===== config.mk =====
export PLATFORM = sky130hd
export DESIGN_NAME = i2cs_slave
export DESIGN_NICKNAME = d
export VERILOG_FILES = /design/src/include/i2cs_pkg.sv /design/src/rtl/i2cs_slave.sv
export SDC_FILE = /design/constraint.sdc
export NUM_CORES = 1
export LEC_CHECK = 0
export ABC_AREA = 0
export BUFFER_PORTS_ARGS = -buffer_cell sky130_fd_sc_hd__buf_2
export CORE_ASPECT_RATIO = 1.75
export CORE_MARGIN = 8
export CORE_UTILIZATION = 55
export CTS_CLUSTER_SIZE = 28
export DETAILED_ROUTE_END_ITERATION = 8
export HOLD_SLACK_MARGIN = 0.08
export PLACE_DENSITY = 0.74
export SLEW_MARGIN = 25
export SYNTH_ARGS = -nofsm -noshare
export SYNTH_HDL_FRONTEND = slang
export SYNTH_SLANG_ARGS = --single-unit

===== constraint.sdc =====
create_clock -name CLOCK_I -period 2.4 [get_ports CLOCK_I]
set_input_delay 0.24 -clock CLOCK_I [delete_from_list [all_inputs] [get_ports CLOCK_I]]
set_output_delay 0.24 -clock CLOCK_I [all_outputs]
set_load 0.05 [all_outputs]

===== src/include/i2cs_pkg.sv =====
package i2cs_pkg;

   // register indices on the plain register port
   localparam logic [3:0] REG_CTRL = 4'h0;
   localparam logic [3:0] REG_STAT = 4'h1;
   localparam logic [3:0] REG_OWN  = 4'h2;
   localparam logic [3:0] REG_BAUD = 4'h3;
   localparam logic [3:0] REG_TX   = 4'h4;
   localparam logic [3:0] REG_RX   = 4'h5;

   // bus_control bit positions
   localparam int CTRL_ENABLE  = 15;
   localparam int CTRL_RELEASE = 12;
   localparam int CTRL_A10     = 10;
   localparam int CTRL_RX_STRETCH_ENABLE   = 6;

   // bus_status bit positions (5:0 read only)
   localparam int STAT_TBF    = 0;
   localparam int STAT_RBF    = 1;
   localparam int STAT_RW     = 2;
   localparam int STAT_LONG_ADDR_MATCHED  = 3;
   localparam int STAT_BUSY   = 4;
   localparam int STAT_NACK   = 5;
   localparam int STAT_RW_LSB = 6;

   // reset values
   localparam logic [15:0] CTRL_RESET = 16'h1000;
   localparam logic [9:0]  STAT_RESET = 10'h000;
   localparam logic [9:0]  OWN_RESET  = 10'h000;
   localparam logic [15:0] BAUD_RESET = 16'h0010;

   // protocol constants
   localparam logic [4:0] LONG_PREFIX   = 5'h1e;
   localparam logic [3:0] BITS_PER_BYTE = 4'h8;
   localparam logic [3:0] LAST_TX_BIT   = 4'h7;

   typedef enum logic [3:0] {
      ST_IDLE  = 4'b0000,
      ST_ADDR  = 4'b0001,
      ST_ADDR2 = 4'b0010,
      ST_ACK   = 4'b0011,
      ST_RX    = 4'b0100,
      ST_TX    = 4'b0101,
      ST_TACK  = 4'b0110
   } i2cs_state_t;

   typedef struct packed {
      logic        wr;
      logic        rd;
      logic [3:0]  addr;
      logic [15:0] wdata;
   } i2cs_req_t;

   typedef struct packed {
      logic scl_o;
      logic scl_oe_n;
      logic sda_o;
      logic sda_oe_n;
   } i2cs_pins_t;

   typedef struct packed {
      i2cs_state_t fsm;
      i2cs_state_t after;
      logic [3:0]  bitcnt;
      logic [7:0]  shreg;
      logic [7:0]  txr;
      logic [7:0]  rxbuf;
      logic [15:0] ctrl;
      logic [9:0]  stat_hi;
      logic [9:0]  own;
      logic [15:0] baud;
      logic [15:0] brg;
      logic        tx_full;
      logic        rx_full;
      logic        rw;
      logic        long_match;
      logic        prior;
      logic        nack;
      logic        sda_drv;
      logic        scl_hold;
      logic        ev;
      logic [15:0] rdata;
      logic [2:0]  scl_s;
      logic [2:0]  sda_s;
   } i2cs_st_t;

endpackage


===== src/rtl/i2cs_slave.sv =====
// Notes on behaviour
// RULE_01: when enabled, idle until start, then shift eight address bits in.
// RULE_02: every incoming data bit is sampled on a rising serial clock.
// RULE_03: 7-bit mode compares own 6:0 with shifted 7:1; bit 0 is direction.
// RULE_04: control bit 10 clear selects 7-bit, set selects 10-bit addressing.
// RULE_05: 10-bit: first byte 11110 plus own 9:8, then byte own 7:0.
// RULE_06: own address register holds a full ten bits for both modes.
// RULE_07: software avoids reserved addresses; 0x78-0x7b are 10-bit prefixes.
// RULE_08: on match, acknowledge and pulse slave event at ninth falling edge.
// RULE_09: address match leaves receive buffer and its full flag untouched.
// RULE_10: direction one enters transmit, acks, holds clock until data written. Here the clock stays held after the write until the release bit is set.
// RULE_11: setting clock release frees the clock, then eight bits shift out.
// RULE_12: transmit data changes after falling edges, stable while clock high.
// RULE_13: after each sent byte, pulse slave event at ninth falling edge.
// RULE_14: double-buffered receive: finished byte moves to buffer with event.
// RULE_15: transmit uses one single register, no second buffer stage.
// RULE_16: control fully read/write; status low six bits read only. Here a zero written to control bit 12 clears it only while bit 6 is set.
// RULE_17: after repeated start in 10-bit mode, first byte alone re-addresses.
// RULE_18: bit-rate counter reloads from the baud reload register.
// RULE_19: buffer still full: no ack, keep old contents, still pulse event.
// RULE_20: transmit always stretches after ninth clock when transmit empty. Here a master nack sends the slave to idle with no stretch.
//
// Design decisions made here: the strobed register port and the placing of the registers.
`timescale 1ns/10ps
`default_nettype none

module i2cs_slave (
   input  wire logic                CLOCK_I,
   input  wire logic                SRST_I,
   input  wire i2cs_pkg::i2cs_req_t BUS_I,
   output logic [15:0]              RDATA_O,
   input  wire logic                SCL_I,
   input  wire logic                SDA_I,
   output i2cs_pkg::i2cs_pins_t     PINS_O,
   output logic                     SLV_EVENT_O
);

   import i2cs_pkg::*;

   i2cs_st_t r_reg;
   i2cs_st_t r_next;

   logic scl;
   logic scl_rise;
   logic scl_fall;
   logic sda;
   logic start_det;
   logic stop_det;
   logic brg_tick;
   logic wr_ctrl;
   logic wr_tx;
   logic rd_rx;

   function automatic logic byte_end(input logic fall,
                                     input logic [3:0] cnt);
      byte_end = fall && (cnt == BITS_PER_BYTE);
   endfunction

   assign scl       = r_reg.scl_s[1];
   assign sda       = r_reg.sda_s[1];
   assign scl_rise  = r_reg.scl_s[1] & ~r_reg.scl_s[2];
   assign scl_fall  = ~r_reg.scl_s[1] & r_reg.scl_s[2];
   assign start_det = scl & r_reg.scl_s[2] & ~sda & r_reg.sda_s[2];
   assign stop_det  = scl & r_reg.scl_s[2] & sda & ~r_reg.sda_s[2];
   assign brg_tick  = (r_reg.brg == 16'h0000);
   assign wr_ctrl   = BUS_I.wr && (BUS_I.addr == REG_CTRL);
   assign wr_tx     = BUS_I.wr && (BUS_I.addr == REG_TX);
   assign rd_rx     = BUS_I.rd && (BUS_I.addr == REG_RX);

   always_comb begin
      logic rel_clr;
      logic ack;
      rel_clr = 1'b0;
      ack     = 1'b0;
      r_next  = r_reg;
      r_next.ev    = 1'b0;
      r_next.rdata = 16'h0000;
      r_next.scl_s = {r_reg.scl_s[1:0], SCL_I};
      r_next.sda_s = {r_reg.sda_s[1:0], SDA_I};

      // RULE_18: baud reload
      if (brg_tick) begin
         r_next.brg = r_reg.baud;
      end else begin
         r_next.brg = r_reg.brg - 16'h0001;
      end

      // register reads, answer one cycle later
      if (BUS_I.rd) begin
         unique case (BUS_I.addr)
            REG_CTRL: r_next.rdata = r_reg.ctrl;
            REG_STAT: r_next.rdata = {r_reg.stat_hi, r_reg.nack,
                                      (r_reg.fsm != ST_IDLE),
                                      r_reg.long_match, r_reg.rw,
                                      r_reg.rx_full, r_reg.tx_full};
            REG_OWN:  r_next.rdata = {6'h00, r_reg.own};
            REG_BAUD: r_next.rdata = r_reg.baud;
            REG_RX:   r_next.rdata = {8'h00, r_reg.rxbuf};
            default:  r_next.rdata = 16'h0000;
         endcase
      end
      if (rd_rx) begin
         r_next.rx_full = 1'b0;
      end

      // RULE_16: control read/write, status upper bits writable only
      if (BUS_I.wr) begin
         unique case (BUS_I.addr)
            REG_CTRL: begin
               r_next.ctrl = BUS_I.wdata;
               r_next.ctrl[CTRL_RELEASE] = BUS_I.wdata[CTRL_RELEASE] |
                  (~r_reg.ctrl[CTRL_RX_STRETCH_ENABLE] & r_reg.ctrl[CTRL_RELEASE]);
            end
            REG_STAT: r_next.stat_hi = BUS_I.wdata[15:STAT_RW_LSB];
            // RULE_06: full ten-bit own address
            REG_OWN:  r_next.own = BUS_I.wdata[9:0];
            REG_BAUD: r_next.baud = BUS_I.wdata;
            default:  ;
         endcase
      end

      // RULE_01: serial state machine
      if (!r_reg.ctrl[CTRL_ENABLE]) begin
         r_next.fsm     = ST_IDLE;
         r_next.sda_drv = 1'b0;
         r_next.prior   = 1'b0;
      end else if (start_det) begin
         r_next.fsm     = ST_ADDR;
         r_next.bitcnt  = 4'h0;
         r_next.sda_drv = 1'b0;
      end else if (stop_det) begin
         r_next.fsm     = ST_IDLE;
         r_next.sda_drv = 1'b0;
         r_next.prior   = 1'b0;
      end else begin
         unique case (r_reg.fsm)
            ST_IDLE: ;
            ST_ADDR, ST_ADDR2, ST_RX: begin
               // RULE_02: sample on rising clock
               if (scl_rise && r_reg.bitcnt != BITS_PER_BYTE) begin
                  r_next.shreg  = {r_reg.shreg[6:0], sda};
                  r_next.bitcnt = r_reg.bitcnt + 4'h1;
               end
               if (byte_end(scl_fall, r_reg.bitcnt)) begin
                  r_next.fsm    = ST_IDLE;
                  r_next.bitcnt = 4'h0;
                  // RULE_09: address bytes skip buffer
                  if (r_reg.fsm == ST_ADDR) begin
                     // RULE_04: address width select
                     if (!r_reg.ctrl[CTRL_A10]) begin
                        // RULE_03: seven-bit compare
                        if (r_reg.shreg[7:1] == r_reg.own[6:0]) begin
                           ack               = 1'b1;
                           r_next.rw         = r_reg.shreg[0];
                           r_next.long_match = 1'b0;
                           r_next.after = r_reg.shreg[0] ? ST_TX : ST_RX;
                        end
                     // RULE_05: long address prefix byte
                     end else if (r_reg.shreg[7:3] == LONG_PREFIX &&
                                  r_reg.shreg[2:1] == r_reg.own[9:8]) begin
                        if (!r_reg.shreg[0]) begin
                           ack               = 1'b1;
                           r_next.rw         = 1'b0;
                           r_next.long_match = 1'b0;
                           r_next.after      = ST_ADDR2;
                        // RULE_17: repeated start keeps long match
                        end else if (r_reg.prior) begin
                           ack          = 1'b1;
                           r_next.rw    = 1'b1;
                           r_next.after = ST_TX;
                        end else begin
                           r_next.long_match = 1'b0;
                        end
                     end else begin
                        r_next.long_match = 1'b0;
                     end
                  end else if (r_reg.fsm == ST_ADDR2) begin
                     // RULE_05: low byte compare
                     if (r_reg.shreg == r_reg.own[7:0]) begin
                        ack               = 1'b1;
                        r_next.long_match = 1'b1;
                        r_next.prior      = 1'b1;
                        r_next.after      = ST_RX;
                     end else begin
                        r_next.long_match = 1'b0;
                     end
                  end else begin
                     r_next.after = ST_RX;
                     r_next.fsm   = ST_ACK;
                     // RULE_19: overrun keeps old byte, no ack
                     if (r_reg.rx_full) begin
                        r_next.stat_hi[0] = 1'b1;
                     end else begin
                        // RULE_14: shift register into buffer
                        r_next.rxbuf   = r_reg.shreg;
                        r_next.rx_full = 1'b1;
                        r_next.sda_drv = ~r_reg.stat_hi[0];
                     end
                  end
                  if (ack) begin
                     r_next.fsm     = ST_ACK;
                     r_next.sda_drv = 1'b1;
                  end
               end
            end
            ST_ACK: begin
               // RULE_08: event at ninth falling edge
               if (scl_fall) begin
                  r_next.sda_drv = 1'b0;
                  r_next.ev      = 1'b1;
                  r_next.fsm     = r_reg.after;
                  r_next.bitcnt  = 4'h0;
                  // RULE_10: hold clock when transmit is empty, until the release bit is set again
                  if (r_reg.after == ST_TX) begin
                     rel_clr = ~r_reg.tx_full;
                  end
                  if (r_reg.after == ST_RX && r_reg.ctrl[CTRL_RX_STRETCH_ENABLE]) begin
                     rel_clr = r_reg.rx_full;
                  end
               end
            end
            ST_TX: begin
               // RULE_12: data moves only after falling edges
               r_next.sda_drv = ~r_reg.txr[7];
               if (scl_fall) begin
                  if (r_reg.bitcnt == LAST_TX_BIT) begin
                     r_next.fsm     = ST_TACK;
                     r_next.sda_drv = 1'b0;
                     r_next.tx_full = 1'b0;
                     r_next.bitcnt  = 4'h0;
                  end else begin
                     r_next.txr    = {r_reg.txr[6:0], 1'b0};
                     r_next.bitcnt = r_reg.bitcnt + 4'h1;
                  end
               end
            end
            ST_TACK: begin
               r_next.sda_drv = 1'b0;
               if (scl_rise) begin
                  r_next.nack = sda;
               end
               // RULE_13: event regardless of master ack
               if (scl_fall) begin
                  r_next.ev = 1'b1;
                  if (r_reg.nack) begin
                     r_next.fsm = ST_IDLE;
                  end else begin
                     r_next.fsm = ST_TX;
                     // RULE_20: after master ack, stretch on empty transmit
                     rel_clr = ~r_reg.tx_full;
                  end
               end
            end
         endcase
      end

      // RULE_15: single transmit register, write sets full
      if (wr_tx) begin
         r_next.txr     = BUS_I.wdata[7:0];
         r_next.tx_full = 1'b1;
      end
      if (rel_clr && !(wr_ctrl && BUS_I.wdata[CTRL_RELEASE])) begin
         r_next.ctrl[CTRL_RELEASE] = 1'b0;
      end

      // RULE_11: release after set, paced by bit-rate tick
      if (!r_reg.ctrl[CTRL_RELEASE] && !scl) begin
         r_next.scl_hold = 1'b1;
      end else if (r_reg.ctrl[CTRL_RELEASE] && brg_tick) begin
         r_next.scl_hold = 1'b0;
      end
   end

   always_ff @(posedge CLOCK_I) begin
      if (SRST_I) begin
         r_reg            <= '0;
         r_reg.fsm        <= ST_IDLE;
         r_reg.after      <= ST_IDLE;
         r_reg.ctrl       <= CTRL_RESET;
         r_reg.stat_hi    <= STAT_RESET;
         r_reg.own        <= OWN_RESET;
         r_reg.baud       <= BAUD_RESET;
         r_reg.brg        <= BAUD_RESET;
         r_reg.scl_s      <= 3'h7;
         r_reg.sda_s      <= 3'h7;
      end else begin
         r_reg <= r_next;
      end
   end

   assign RDATA_O         = r_reg.rdata;
   assign SLV_EVENT_O     = r_reg.ev;
   // open drain: pins only ever pull low
   assign PINS_O = '{scl_o:    1'b0,
                     scl_oe_n: ~r_reg.scl_hold,
                     sda_o:    1'b0,
                     sda_oe_n: ~r_reg.sda_drv};
endmodule

`default_nettype wire


; ---- Yosys cells after proc, flatten, opt, wreduce, memory -nomap -nowiden
; Index checks and enable logic that the tools add are counted.
[word_totals]
output_inout_bits = 21
ff_bits = 135
in_bits = 26
elab_cells = 295
[classes]
mux = 134
eq_ne = 53
add_sub_neg = 2
bitwise = 27
reduce_logical = 53
[ops]
columns = cell, n
row1 = 4-bit two-way mux, 22
row2 = 8-bit two-way mux, 10
row3 = 16-bit case mux with 5 select lines, 1
row4 = 12-bit two-way mux, 6
row5 = 1-bit two-way mux, 64
row6 = 16-bit two-way mux, 4
row7 = 49-bit two-way mux, 1
row8 = 6-bit AND reduction, 7
row9 = 4-bit by 3-bit equality test with 1-bit output (second input constant), 8
row10 = 2-bit two-way mux, 16
row11 = 28-bit two-way mux, 1
row12 = 4-bit != test (second input constant), 7
row13 = 10-bit two-way mux, 2
row14 = 1-bit NOT, 18
row15 = 9-bit AND reduction, 2
row16 = 2-bit nonzero test, 9
row17 = 4-bit by 2-bit equality test with 1-bit output (second input constant), 4
row18 = 16-bit logical NOT, 1
row19 = 2-bit != test (second input constant), 8
row20 = 8-bit != test (second input constant), 2
row21 = 4-bit case mux with 4 select lines, 1
row22 = 8-bit AND reduction, 2
row23 = 16-bit by 1-bit subtractor with 16-bit output (second input constant), 1
row24 = 3-bit != test (second input constant), 5
row25 = 33 further kinds, 67

; ---- Longest topological paths before layout
; Gate-level depths: netlist (run 1).
[logic_depth]
ltp_word = 17
mapped_depth = 9
ltp_nobuf = 8

; ---- Worst setup path before layout (run 1)
; Ideal clock, no wire load.
[synth_path]
kind = register -> register
startpoint = register r_reg[123] (netlist bit)
endpoint = register r_reg[125] (netlist bit)
arrival_time_ns = 1.843
stages_incl_launch_ff = 9
t_required_ns = 2.342
setup_slack_ns = 0.499
n_path_buf = 0
setup_ns = 0.058
synth_period_minus_slack_ns = 1.901
path_cell_list = dfxtp_1 > inv_1 > ha_1 > nand3b_1 > nor2_2 > a2111o_1 > or2_2 > a21boi_1 > o21ba_1
[synth_between]
elab_chain_len = 10
elab_cells_between_ends = 19
cone_classes = 1 x add/sub / 4 x eq/ne / 11 x mux / 3 x reduce/logical
[synth_lines]
columns = element, line
row1 = start: declaration, i2cs_slave.sv:40  ; i2cs_st_t r_reg;
row2 = start signal: assignment, i2cs_slave.sv:287  ; r_reg <= r_next;
row3 = 4-bit by 1-bit adder with 4-bit output, "i2cs_slave.sv:142, i2cs_slave.sv:233"
row4 = 12-bit two-way mux, i2cs_slave.sv:140  ; if (scl_rise && r_reg.bitcnt != BITS_PER_BYTE) begin
row5 = 12-bit two-way mux, i2cs_slave.sv:136  ; unique case (r_reg.fsm)
row6 = 12-bit two-way mux, i2cs_slave.sv:131  ; end else if (stop_det) begin
row7 = 12-bit two-way mux, i2cs_slave.sv:127  ; end else if (start_det) begin
row8 = 12-bit two-way mux, i2cs_slave.sv:123  ; if (!r_reg.ctrl[CTRL_ENABLE]) begin
row9 = 12-bit two-way mux, i2cs_slave.sv:144  ; if (byte_end(scl_fall, r_reg.bitcnt)) begin
row10 = 4-bit case mux with 3 select lines, i2cs_slave.sv:136
row11 = 28-bit two-way mux, i2cs_slave.sv:131
row12 = 4-bit two-way mux, i2cs_slave.sv:127
; Several ways; a longest one is shown, not always the timed one. The select of a mux whose other input is x is not followed.
; A chain may end at the register's enable or synchronous reset.

; ---- Worst setup path in the final report (run 1)
[layout_path]
startpoint = register r_reg[123] (netlist bit)
endpoint = register r_reg[129] (netlist bit)
[layout_between]
elab_chain_len = 3
[layout_lines]
columns = element, line
row1 = 4-bit equality test, i2cs_slave.sv:56  ; byte_end = fall && (cnt == BITS_PER_BYTE);
row2 = 1-bit logical AND, i2cs_slave.sv:56
row3 = 9-bit AND reduction (no source line), n/a
; Every way passes these cells.

==> results of run 1 <==
==> report_power, final <==
group | internal [µW] | switching (µW) | leakage (µW) | total (µW)
combinational | 354 | 523 | 0.00139 | 877
sequential | 2350 | 154 | 0.00108 | 2510
clock | 1560 | 1020 | 0.000283 | 2580
==> routing by layer <==
layer	up-vias	GRT usage, %
met4	0	17.8
met2	245	46.1
met3	79	5.16
met5	-	0
met1	2780	23.4
li1	2756	-
==> final cells by class <==
class | count | area [µm²]
clock buffers | 18 | 439
clock inverters | 14 | 150
fillers | 974 | 4220
inverters | 13 | 48.8
multi-input cells | 563 | 3280
flip-flops and latches | 133 | 2660
well taps | 135 | 169
repair buffers | 67 | 418
==> final timing paths <==
check	to	slack (ns)	cells after the start
worst max-delay path	r_reg[129]	0.17	7
worst min-delay path	r_reg[77]	0.1	3
worst max register to register	r_reg[129]	0.17	7
worst min register to register	r_next[2]	0.41	1
==> critical path: stages, from the launching register on <==
cell                       delay [ns]
sky130_fd_sc_hd__dfxtp_1         0.34
sky130_fd_sc_hd__inv_1           0.09
sky130_fd_sc_hd__ha_1            0.15
sky130_fd_sc_hd__nand3b_1        0.24
sky130_fd_sc_hd__nor2_2          0.43
sky130_fd_sc_hd__nand3_1         0.13
sky130_fd_sc_hd__a221o_1         0.38
sky130_fd_sc_hd__o41a_1          0.35
==> logic make-up (layout without fill, tap and decap cells) <==
family	count (synthesis)	after routing	synth area share (%)
and+or+nand+nor	321	321	24.1
AOI/OAI and AO/OA	184	184	19.1
DFF	133	133	42.0
buffers and inverters	82	112	6.22
xor gates and xnor gates	31	31	4.29
muxes	21	21	3.44
adders and majority gates	4	4	0.790
other	1	2	0.0592
==> cell usage in the layout (no fill, tap or decap), types with 4 or more instances in the layout <==
cell,instances
sky130_fd_sc_hd__clkbuf_16,17
sky130_fd_sc_hd__nand3b_1,7
sky130_fd_sc_hd__xor2_1,22
sky130_fd_sc_hd__nand4_1,6
sky130_fd_sc_hd__a21oi_1,81
sky130_fd_sc_hd__xnor2_1,9
sky130_fd_sc_hd__nor2_1,64
sky130_fd_sc_hd__a22oi_1,23
sky130_fd_sc_hd__nor3_1,11
sky130_fd_sc_hd__mux2i_1,15
sky130_fd_sc_hd__a222oi_1,7
sky130_fd_sc_hd__nand2b_1,11
sky130_fd_sc_hd__or2_2,10
sky130_fd_sc_hd__ha_1,4
sky130_fd_sc_hd__a31oi_1,12
sky130_fd_sc_hd__mux2_2,6
sky130_fd_sc_hd__dfxtp_1,133
sky130_fd_sc_hd__nor4_1,10
sky130_fd_sc_hd__o32ai_1,4
sky130_fd_sc_hd__inv_1,12
sky130_fd_sc_hd__and2_1,5
sky130_fd_sc_hd__buf_4,19
sky130_fd_sc_hd__nor2b_1,7
sky130_fd_sc_hd__o21ai_0,10
sky130_fd_sc_hd__nand2_1,144
sky130_fd_sc_hd__a211oi_1,10
sky130_fd_sc_hd__nand3_1,22
sky130_fd_sc_hd__o31ai_1,7
sky130_fd_sc_hd__dlygate4sd3_1,4
sky130_fd_sc_hd__buf_2,43
==> metrics by stage <==
stage	hold WS, ns	setup slack [ns]	power, µW	area, µm²
after global placement	0.394	0.274	3370	6540
final	0.0967	0.170	5960	7170
after detailed placement	0.401	0.228	3410	6540
after CTS	0.0804	0.214	5980	7170
after floorplan	0.344	0.499	3190	6340
after global routing	0.0908	0.0193	6210	7170
==> flow_summary.rst, run 1 <==
.. list-table::
   :header-rows: 1

   * - Metric
     - Value
   * - Avg Cell Area, Syn
     - 8.15 µm²
   * - Antenna violations before repair
     - 0
   * - Total leakage power
     - 0.00275 µW
   * - Max-Slew Margin vs Limit
     - 53.0%
   * - Count of port buffers added during placement
     - 44
   * - Post_cts resized
     - 0
   * - Slew at the pin with the worst max-slew slack
     - 0.701 ns
   * - Type of destination of the critical path
     - register
   * - Core footprint
     - 11400 µm²
   * - Root Driver
     - sky130_fd_sc_hd__clkbuf_16
   * - Buffers inserted during post-CTS setup optimization
     - 0
   * - Shortest clock period the worst path allows after layout
     - 2.23 ns
   * - Top_reg_cell synth
     - sky130_fd_sc_hd__dfxtp_1
   * - Post-detailed-placement half-perimeter wirelength
     - 13500 µm
   * - Routed len/inst
     - 20.0 µm
   * - Sequential area share after synthesis
     - 42.0%
   * - Number of hold buffers added after cts
     - 4
   * - Area added between synthesis and finish
     - 13.2%
   * - Peak Freq
     - 0.448 GHz
   * - Post-synth top area cell
     - sky130_fd_sc_hd__dfxtp_1
   * - Global-route congestion overflow total
     - 0
   * - Overall routed net length
     - 18900 µm
   * - Endpoint arrival time on the critical path
     - 2.53 ns
   * - Antenna fix cells
     - 0
   * - Kind of path behind the tightest hold check
     - primary input to register
   * - Post-route ant nets
     - 0
   * - CTS H-Tree Depth
     - 4
   * - Clock tree from TritonCTS
     - built
   * - Max-cap violation count
     - 0
   * - Peak ir drop on the vdd network
     - 0.000689 V
   * - WS Path Type
     - register to register
   * - Cell area after synthesis
     - 6330 µm²
   * - Total Nets Final
     - 825
   * - Total power divided by cell area
     - 832 nW/µm²
   * - Launch point of the worst path
     - r_reg[123]
   * - RD Place Congestion
     - 0.955
   * - All-layer global routing usage
     - 24.7%
   * - Number of buffers created by CTS
     - 17
   * - Initial core utilization
     - 55.6%
   * - Routed wl met3
     - 954 µm
   * - Proportion of register bits with asynchronous set or reset after synthesis
     - 0%
   * - Highest fanout seen on the critical path
     - 10
   * - Layout cell share with drive strength beyond 1
     - 15.7%
   * - Vias in the first global route
     - 5812
   * - Total of warnings raised by yosys
     - 0
   * - Final Non-Filler Cells
     - 943
   * - Final Hold Fails
     - 0
   * - Count of TritonRoute iterations in the first routing pass
     - 5
   * - Final Cycle Share
     - 92.9%
   * - Total negative slack
     - 0 ns
   * - Total die area
     - 15300 µm²
   * - Critical path launch point type
     - register
   * - Final setup vio count
     - 0
   * - Area fraction of the dominant cell type after synthesis
     - 42.0%
   * - Die boundary width
     - 97.1 µm
   * - Most numerous cell in the Yosys netlist
     - sky130_fd_sc_hd__nand2_1
   * - RR Startpoint
     - r_reg[123]
   * - Clock latency of the later-clocked register in the worst-skew pair
     - 0.42 ns
   * - Cell variety after synth
     - 70
   * - Number of top-level design ports
     - 47
   * - Synthesized instance count
     - 777
   * - Die Height
     - 158 µm
   * - Utilization after layout
     - 62.9%
   * - Routed wire length on met2
     - 10000 µm
   * - FF+latch count, synth
     - 133
   * - Global-route wire length before repair
     - 29900 µm
   * - Top layer reached by signal wires
     - met4
   * - Std cell rows
     - 52
   * - Via count of the routed design
     - 5860
   * - Max-slew violation total from the final report
     - 0
   * - Critical path data required time
     - 2.70 ns
   * - Unrepaired setup endpoints after global routing
     - no
   * - Detailed-route DRC error count
     - 0
   * - Result of the run
     - finished clean
   * - Largest cells by area after synthesis
     - sky130_fd_sc_hd__dfxtp_1, sky130_fd_sc_hd__nand2_1, sky130_fd_sc_hd__a21oi_1, sky130_fd_sc_hd__nor2_1, sky130_fd_sc_hd__xor2_1
   * - Number of flip-flops in the largest register
     - 112
   * - Setup Skew
     - 0.00986 ns
   * - Buffers from clock root to sink, at most
     - 2
   * - Clock slew seen by the registers of the worst setup and hold paths
     - 0.06 ns
   * - Post-synth top cells
     - sky130_fd_sc_hd__nand2_1, sky130_fd_sc_hd__dfxtp_1, sky130_fd_sc_hd__a21oi_1, sky130_fd_sc_hd__nor2_1, sky130_fd_sc_hd__clkbuf_1
   * - Number of design-rule violations left by the first detailed-router iteration
     - 537
   * - Mean number of vias per cell
     - 6.21
   * - Post-Place Cells
     - 907
   * - Largest net degree at the start of global routing
     - 111
   * - Number of sinks handled by clock tree synthesis
     - 133
   * - Routed metal-1 wirelength
     - 6650 µm
   * - Number of enable flip-flop cells after synthesis
     - 0
   * - Critical hold path startpoint
     - BUS_I[10]
Power figures use the tool's default switching activity.
==> inputs of run 2 (changes only) <==
--- a/config.mk
+++ b/config.mk
@@ -7,7 +7,7 @@
 export LEC_CHECK = 0
 export ABC_AREA = 0
 export BUFFER_PORTS_ARGS = -buffer_cell sky130_fd_sc_hd__buf_2
-export CORE_ASPECT_RATIO = 1.75
+export CORE_ASPECT_RATIO = 1.25
 export CORE_MARGIN = 8
 export CORE_UTILIZATION = 55
 export CTS_CLUSTER_SIZE = 28
==> run 2 against run 1 <==
  * Clock power up 7%
  * Flip-flop and latch count unchanged
  * Design area up 0.82%
  * Combinational power up 0.7%
  * Worst hold slack better by 0.0033 ns
  * Clock skew up 0.0018 ns
  * Via count down 0.80%
  * Count of clock-buffer cells in the layout up 2
  * Worst setup slack worse by 0.0062 ns
  * Register-to-register slack about the same
  * Critical endpoint is now r_reg[125]
  * Largest cell class unchanged
==> flow_summary.rst, run 2 (synthesized netlist as in run 1, its figures left out) <==
.. list-table::
   :header-rows: 1

   * - Metric
     - Value
   * - Placed standard-cell area
     - 6550 µm²
   * - Die boundary width
     - 112 µm
   * - Peak Freq
     - 0.447 GHz
   * - Std cell rows
     - 44
   * - Count of port buffers added during placement
     - 44
   * - Detailed-route DRC error count
     - 0
   * - All-layer global routing usage
     - 24.0%
   * - Number of sinks handled by clock tree synthesis
     - 133
   * - Max-Slew Margin vs Limit
     - 47.4%
   * - Total die area
     - 15200 µm²
   * - Antenna violations before repair
     - 0
   * - Routed len/inst
     - 18.7 µm
   * - Mean number of vias per cell
     - 6.13
   * - Shortest clock period the worst path allows after layout
     - 2.24 ns
   * - Peak ir drop on the vdd network
     - 0.000504 V
   * - Clock tree from TritonCTS
     - built
   * - CTS H-Tree Depth
     - 4
   * - Final setup vio count
     - 0
   * - Number of fill cells
     - 972
   * - Total Nets Final
     - 828
   * - Area added between synthesis and finish
     - 14.1%
   * - Endpoint arrival time on the critical path
     - 2.55 ns
   * - Critical path data required time
     - 2.71 ns
   * - Number of design-rule violations left by the first detailed-router iteration
     - 533
   * - Sequential standard cell area
     - 2660 µm²
   * - Total power divided by cell area
     - 851 nW/µm²
   * - Fin area
     - 7230 µm²
   * - Commonest non-fill, non-tap cell in the layout
     - sky130_fd_sc_hd__nand2_1
   * - Total leakage power
     - 0.00279 µW
   * - Slew at the pin with the worst max-slew slack
     - 0.784 ns
   * - Final Cycle Share
     - 93.2%
   * - Vias in the first global route
     - 5620
   * - Buffers from clock root to sink, at most
     - 2
   * - Highest fanout seen on the critical path
     - 15
   * - Global-route congestion overflow total
     - 0
   * - Kind of path behind the tightest hold check
     - primary input to register
   * - Max-slew violation total from the final report
     - 0
   * - Antenna fix cells
     - 0
   * - Largest net degree at the start of global routing
     - 65
   * - Multi-input logic area
     - 3280 µm²
   * - Overall routed net length
     - 17700 µm
   * - Final Hold Fails
     - 0
   * - Number of top-level design ports
     - 47
   * - Die Height
     - 136 µm
   * - Setup Skew
     - 0.0117 ns
   * - Most frequent cells in the layout
     - sky130_fd_sc_hd__nand2_1, sky130_fd_sc_hd__dfxtp_1, sky130_fd_sc_hd__a21oi_1
   * - Number of buffers created by CTS
     - 17
   * - RD Place Congestion
     - 0.941
   * - Type of destination of the critical path
     - register
   * - Post_cts resized
     - 0
   * - Count of TritonRoute iterations in the first routing pass
     - 5
   * - Total negative slack
     - 0 ns
   * - Initial core utilization
     - 55.3%
   * - Number of flip-flops in the largest register
     - 112
   * - Via count of the routed design
     - 5813
   * - Clock latency of the later-clocked register in the worst-skew pair
     - 0.42 ns
   * - Clock slew seen by the registers of the worst setup and hold paths
     - 0.06 ns
   * - Core footprint
     - 11500 µm²
   * - Result of the run
     - finished clean
   * - WS Path Type
     - register to register
   * - Max-cap violation count
     - 0
   * - Unrepaired setup endpoints after global routing
     - no
   * - Layout cell share with drive strength beyond 1
     - 15.9%
   * - Root Driver
     - sky130_fd_sc_hd__clkbuf_16
   * - Post-detailed-placement half-perimeter wirelength
     - 12800 µm
   * - Global-route wire length before repair
     - 28800 µm
   * - Critical path launch point type
     - register
   * - Post-route ant nets
     - 0
## run 2: changes by cell type in the layout (fill, tap and decap cells not counted), sizes merged
cell	before	now
buf	63	66
bufinv	2	4
clkbuf	18	20
clkinv	6	7
clkinvlp	3	1
inv	16	13
## run 2: layer usage
layer,track usage [%],part of all wire (%),vias to the layer above
met5,0,0,-
met4,17.4,5.9,0
met3,5.33,5.5,62
met2,41.7,51,221
met1,25.4,38,2772
li1,-,-,2758
## run 2: layout make-up
type / instances / share of cell area (%)
Tap cell: 138 / 2.39
Sequential cell: 133 / 36.8
Inverter: 13 / 0.675
Clock inverter: 12 / 2.46
Timing Repair Buffer: 70 / 5.92
Multi-Input combinational cell: 563 / 45.4
Clock buffer: 20 / 6.32
## run 2: worst paths after layout
path / startpoint / end / slack (ns) / cells after the start
worst max-delay path: r_reg[131] / r_reg[125] / 0.16 / 6
worst min-delay path: BUS_I[11] / r_reg[78] / 0.10 / 3
worst max register to register: r_reg[131] / r_reg[125] / 0.16 / 6
worst min register to register: r_next[4] / r_next[5] / 0.41 / 1
## run 2: critical path, cell delays in order, from the launching register on
cell,delay (ns)
sky130_fd_sc_hd__dfxtp_1,0.64
sky130_fd_sc_hd__nand2b_1,0.27
sky130_fd_sc_hd__o22ai_1,0.18
sky130_fd_sc_hd__or3b_1,0.42
sky130_fd_sc_hd__a21oi_2,0.31
sky130_fd_sc_hd__a21boi_1,0.11
sky130_fd_sc_hd__o21ba_1,0.19
## run 2: repair_timing
item                      in CTS  in global routing
hold buffers                   4                  0
buffers inserted               0                  0
hold endpoints to repair       5                  0
## run 2: per-stage QoR
stage	hold slack [ns]	power [µW]	std cells	util, %	setup slack [ns]
4_1_cts	0.0915	6160	949	63.1	0.195
6_report	0.100	6150	949	63.1	0.164
3_5_place_dp	0.398	3420	913	57.2	0.211
2_1_floorplan	0.344	3190	778	-	0.499
3_3_place_gp	0.392	3370	913	57.2	0.265
5_1_grt	0.114	6380	949	63.1	0.0299
## run 2: power breakdown
part | total [µW] | switching [µW] | leakage [µW] | internal, µW
logic | 883 | 530 | 0.00140 | 354
clock network | 2760 | 965 | 0.000310 | 1790
registers | 2510 | 154 | 0.00108 | 2350
==> inputs of run 3 (changes only) <==
--- a/config.mk
+++ b/config.mk
@@ -9,11 +9,13 @@
 export BUFFER_PORTS_ARGS = -buffer_cell sky130_fd_sc_hd__buf_2
 export CORE_ASPECT_RATIO = 1.25
 export CORE_MARGIN = 8
-export CORE_UTILIZATION = 55
+export CORE_UTILIZATION = 54
 export CTS_CLUSTER_SIZE = 28
 export DETAILED_ROUTE_END_ITERATION = 8
+export GPL_TIMING_DRIVEN = 0
 export HOLD_SLACK_MARGIN = 0.08
-export PLACE_DENSITY = 0.74
+export PLACE_DENSITY = 0.76
+export REMOVE_ABC_BUFFERS = 1
 export SLEW_MARGIN = 25
 export SYNTH_ARGS = -nofsm -noshare
 export SYNTH_HDL_FRONTEND = slang
==> constraint.sdc (replaced) <==
create_clock -name CLOCK_I -period 1.9 [get_ports CLOCK_I]
set_input_delay 0.19 -clock CLOCK_I [delete_from_list [all_inputs] [get_ports CLOCK_I]]
set_output_delay 0.19 -clock CLOCK_I [all_outputs]
set_load 0.05 [all_outputs]
==> run 3 against run 2 <==
  * The run now ends with setup timing left
  * Critical path depth rose by 2
  * Flip-flop and latch count did not move
  * First-iteration DRC count rose by 4.1%
  * Via count rose by 4.6%
  * Register-to-register slack got worse by 0.27 ns
  * Fmax rose by 11%
  * Worst setup slack got worse by 0.27 ns
  * Largest cell class unchanged
  * Largest power group unchanged
==> flow_summary.rst, run 3 (synthesized netlist as in run 1, its figures left out) <==
.. list-table::
   :header-rows: 1

   * - Metric
     - Value
   * - Total leakage power
     - 0.00304 µW
   * - Setup Skew
     - 0.00940 ns
   * - Via count of the routed design
     - 6081
   * - Peak Freq
     - 0.498 GHz
   * - Max-cap violation count
     - 0
   * - Most frequent cells in the layout
     - sky130_fd_sc_hd__nand2_1, sky130_fd_sc_hd__dfxtp_1, sky130_fd_sc_hd__a21oi_1
   * - Maximum cell stage delay along the critical path
     - 0.48 ns
   * - Type of destination of the critical path
     - register
   * - Overall routed net length
     - 18900 µm
   * - CP cell instances
     - inv_2, ha_1, nand3b_1, nor2_4, buf_6, nand4_1, or3b_2, a21oi_1
   * - Final Hold Fails
     - 0
   * - WS Path Type
     - register to register
   * - Post-Place Cells
     - 892
   * - Clock latency of the later-clocked register in the worst-skew pair
     - 0.42 ns
   * - Root Driver
     - sky130_fd_sc_hd__clkbuf_16
   * - Combinational group share of total power
     - 20.7%
   * - Flop-to-flop setup slack
     - -0.11 ns
   * - Initial core utilization
     - 55.0%
   * - Post-detailed-placement half-perimeter wirelength
     - 11800 µm
   * - Max-Slew Margin vs Limit
     - 41.1%
   * - Peak ir drop on the vdd network
     - 0.000738 V
   * - Sequential standard cell area
     - 2710 µm²
   * - Internal Pwr Total
     - 6270 µW
   * - Kind of path behind the tightest hold check
     - primary input to register
   * - Number of buffers created by CTS
     - 17
   * - Count of TritonRoute iterations in the first routing pass
     - 5
   * - Fin area
     - 7970 µm²
   * - Number of flip-flops in the largest register
     - 112
   * - Violations in the final reports
     - setup timing
   * - Buffer and inverter count on the worst path
     - 2
   * - Count of port buffers added during placement
     - 44
   * - Final Cycle Share
     - 106%
   * - Clock tree from TritonCTS
     - built
   * - Endpoint of the worst-slack reg-to-reg timing path
     - r_reg[27]
   * - Placed standard-cell area
     - 6420 µm²
   * - Routed len/inst
     - 19.3 µm
   * - Endpoint arrival time on the critical path
     - 2.34 ns
   * - Commonest non-fill, non-tap cell in the layout
     - sky130_fd_sc_hd__nand2_1
   * - Total power divided by cell area
     - 1090 nW/µm²
   * - Die Height
     - 137 µm
   * - Antenna violations before repair
     - 0
   * - Critical path data required time
     - 2.23 ns
   * - Critical path launch point type
     - register
   * - Number of sinks handled by clock tree synthesis
     - 133
   * - Slew at the pin with the worst max-slew slack
     - 0.877 ns
   * - Core footprint
     - 11500 µm²
   * - Clock slew seen by the registers of the worst setup and hold paths
     - 0.06 ns
   * - Final setup vio count
     - 6
   * - Area added between synthesis and finish
     - 25.8%
   * - Reg power frac
     - 36.8%
   * - Layout cell share with drive strength beyond 1
     - 25.2%
   * - Number of design-rule violations left by the first detailed-router iteration
     - 555
   * - Largest net degree at the start of global routing
     - 63
   * - Critical path's slowest cell
     - sky130_fd_sc_hd__or3b_2
   * - CTS H-Tree Depth
     - 4
   * - Cell type group with the largest total delay on the critical path
     - simple AND/OR/NAND/NOR gates
   * - Total die area
     - 15500 µm²
   * - Critical hold path startpoint
     - BUS_I[7]
   * - End point of the most critical hold path
     - r_reg[54]
   * - Die boundary width
     - 113 µm
   * - Std cell rows
     - 44
   * - Max-slew violation total from the final report
     - 0
   * - Antenna fix cells
     - 0
   * - Final Non-Filler Cells
     - 979
   * - Switching power summed over all nets
     - 2440 µW
   * - Worst Slack Setup Final
     - -0.108 ns
   * - Result of the run
     - finished, violations left
   * - Post-route ant nets
     - 0
   * - Highest fanout seen on the critical path
     - 6
   * - Vias in the first global route
     - 6089
   * - Mean number of vias per cell
     - 6.21
   * - RR Startpoint
     - r_reg[124]
   * - Total negative slack
     - -0.321 ns
   * - Shortest clock period the worst path allows after layout
     - 2.01 ns
   * - Detailed-route DRC error count
     - 0
   * - Number of fill cells
     - 852
   * - RD Place Congestion
     - 0.893
   * - Global-route wire length before repair
     - 29500 µm
   * - Multi-input logic area
     - 3610 µm²
   * - Hold Path Cell Cnt
     - 3
   * - Utilization after layout
     - 69.2%
   * - All-layer global routing usage
     - 23.9%
   * - Worst reg2reg path depth
     - 8
   * - Switch share
     - 28.0%
   * - Total Nets Final
     - 859
   * - Buffers from clock root to sink, at most
     - 2
   * - Unrepaired setup endpoints after global routing
     - yes
   * - Clock power share
     - 42.5%
   * - Global-route congestion overflow total
     - 0
   * - Number of top-level design ports
     - 47
## run 3: area by class of cell
class                   count  area share, %
clock inverters            13           2.87
repair buffers            100           9.41
multi-input cells         564           45.3
well taps                 138           2.17
clock buffers              18           5.51
flip-flops and latches    133           34.0
inverters                  13          0.675
## run 3: worst max-delay path by stage
stage               start         end  cells past startpoint
4_1_cts        r_reg[116]  r_reg[129]                      5
5_1_grt        r_reg[124]   r_reg[27]                      8
2_1_floorplan  r_reg[133]  r_reg[125]                      6
3_3_place_gp       SRST_I  RDATA_O[6]                      4
6_report       r_reg[124]   r_reg[27]                      8
3_5_place_dp   r_reg[133]  r_reg[129]                      5
## run 3: per-layer routing
layer | routed length (µm) | global-route usage, % | vias up
met5 | 0 | 0 | -
met3 | 1060 | 5.70 | 74
li1 | - | - | 2825
met1 | 7230 | 24.6 | 2908
met2 | 9810 | 43.6 | 274
met4 | 818 | 14.1 | 0
## run 3: tightest hold or removal path, cell delays in order
cell,delay [ns]
sky130_fd_sc_hd__buf_2,0.15
sky130_fd_sc_hd__nand2_1,0.07
sky130_fd_sc_hd__a21oi_1,0.05
## run 3: through the flow
step / total power (µW) / hold WS (ns) / setup WS [ns]
4_1_cts: 8560 / 0.0804 / -0.0636
5_1_grt: 9020 / 0.0992 / -0.149
3_3_place_gp: 4270 / 0.374 / -0.727
6_report: 8710 / 0.0921 / -0.108
3_5_place_dp: 4340 / 0.377 / -0.626
2_1_floorplan: 3980 / 0.259 / -0.266
## run 3: power groups by stage
stage          registers, µW  logic (µW)  clock network [µW]
3_3_place_gp            3210        1060                   0
3_5_place_dp            3230        1110                   0
4_1_cts                 3190        1640                3730
6_report                3210        1800                3710
5_1_grt                 3240        1920                3860
2_1_floorplan           3180         798                   0
## run 3: repair_timing
action | in CTS | in global routing
endpoints found under the setup margin | 72 | 57
hold buffers | 17 | 0
resized for setup | 58 | 45
endpoints found under the hold margin | 43 | 0
pin swaps | 15 | 23
cloned | 1 | 0
setup buffers | 28 | 10
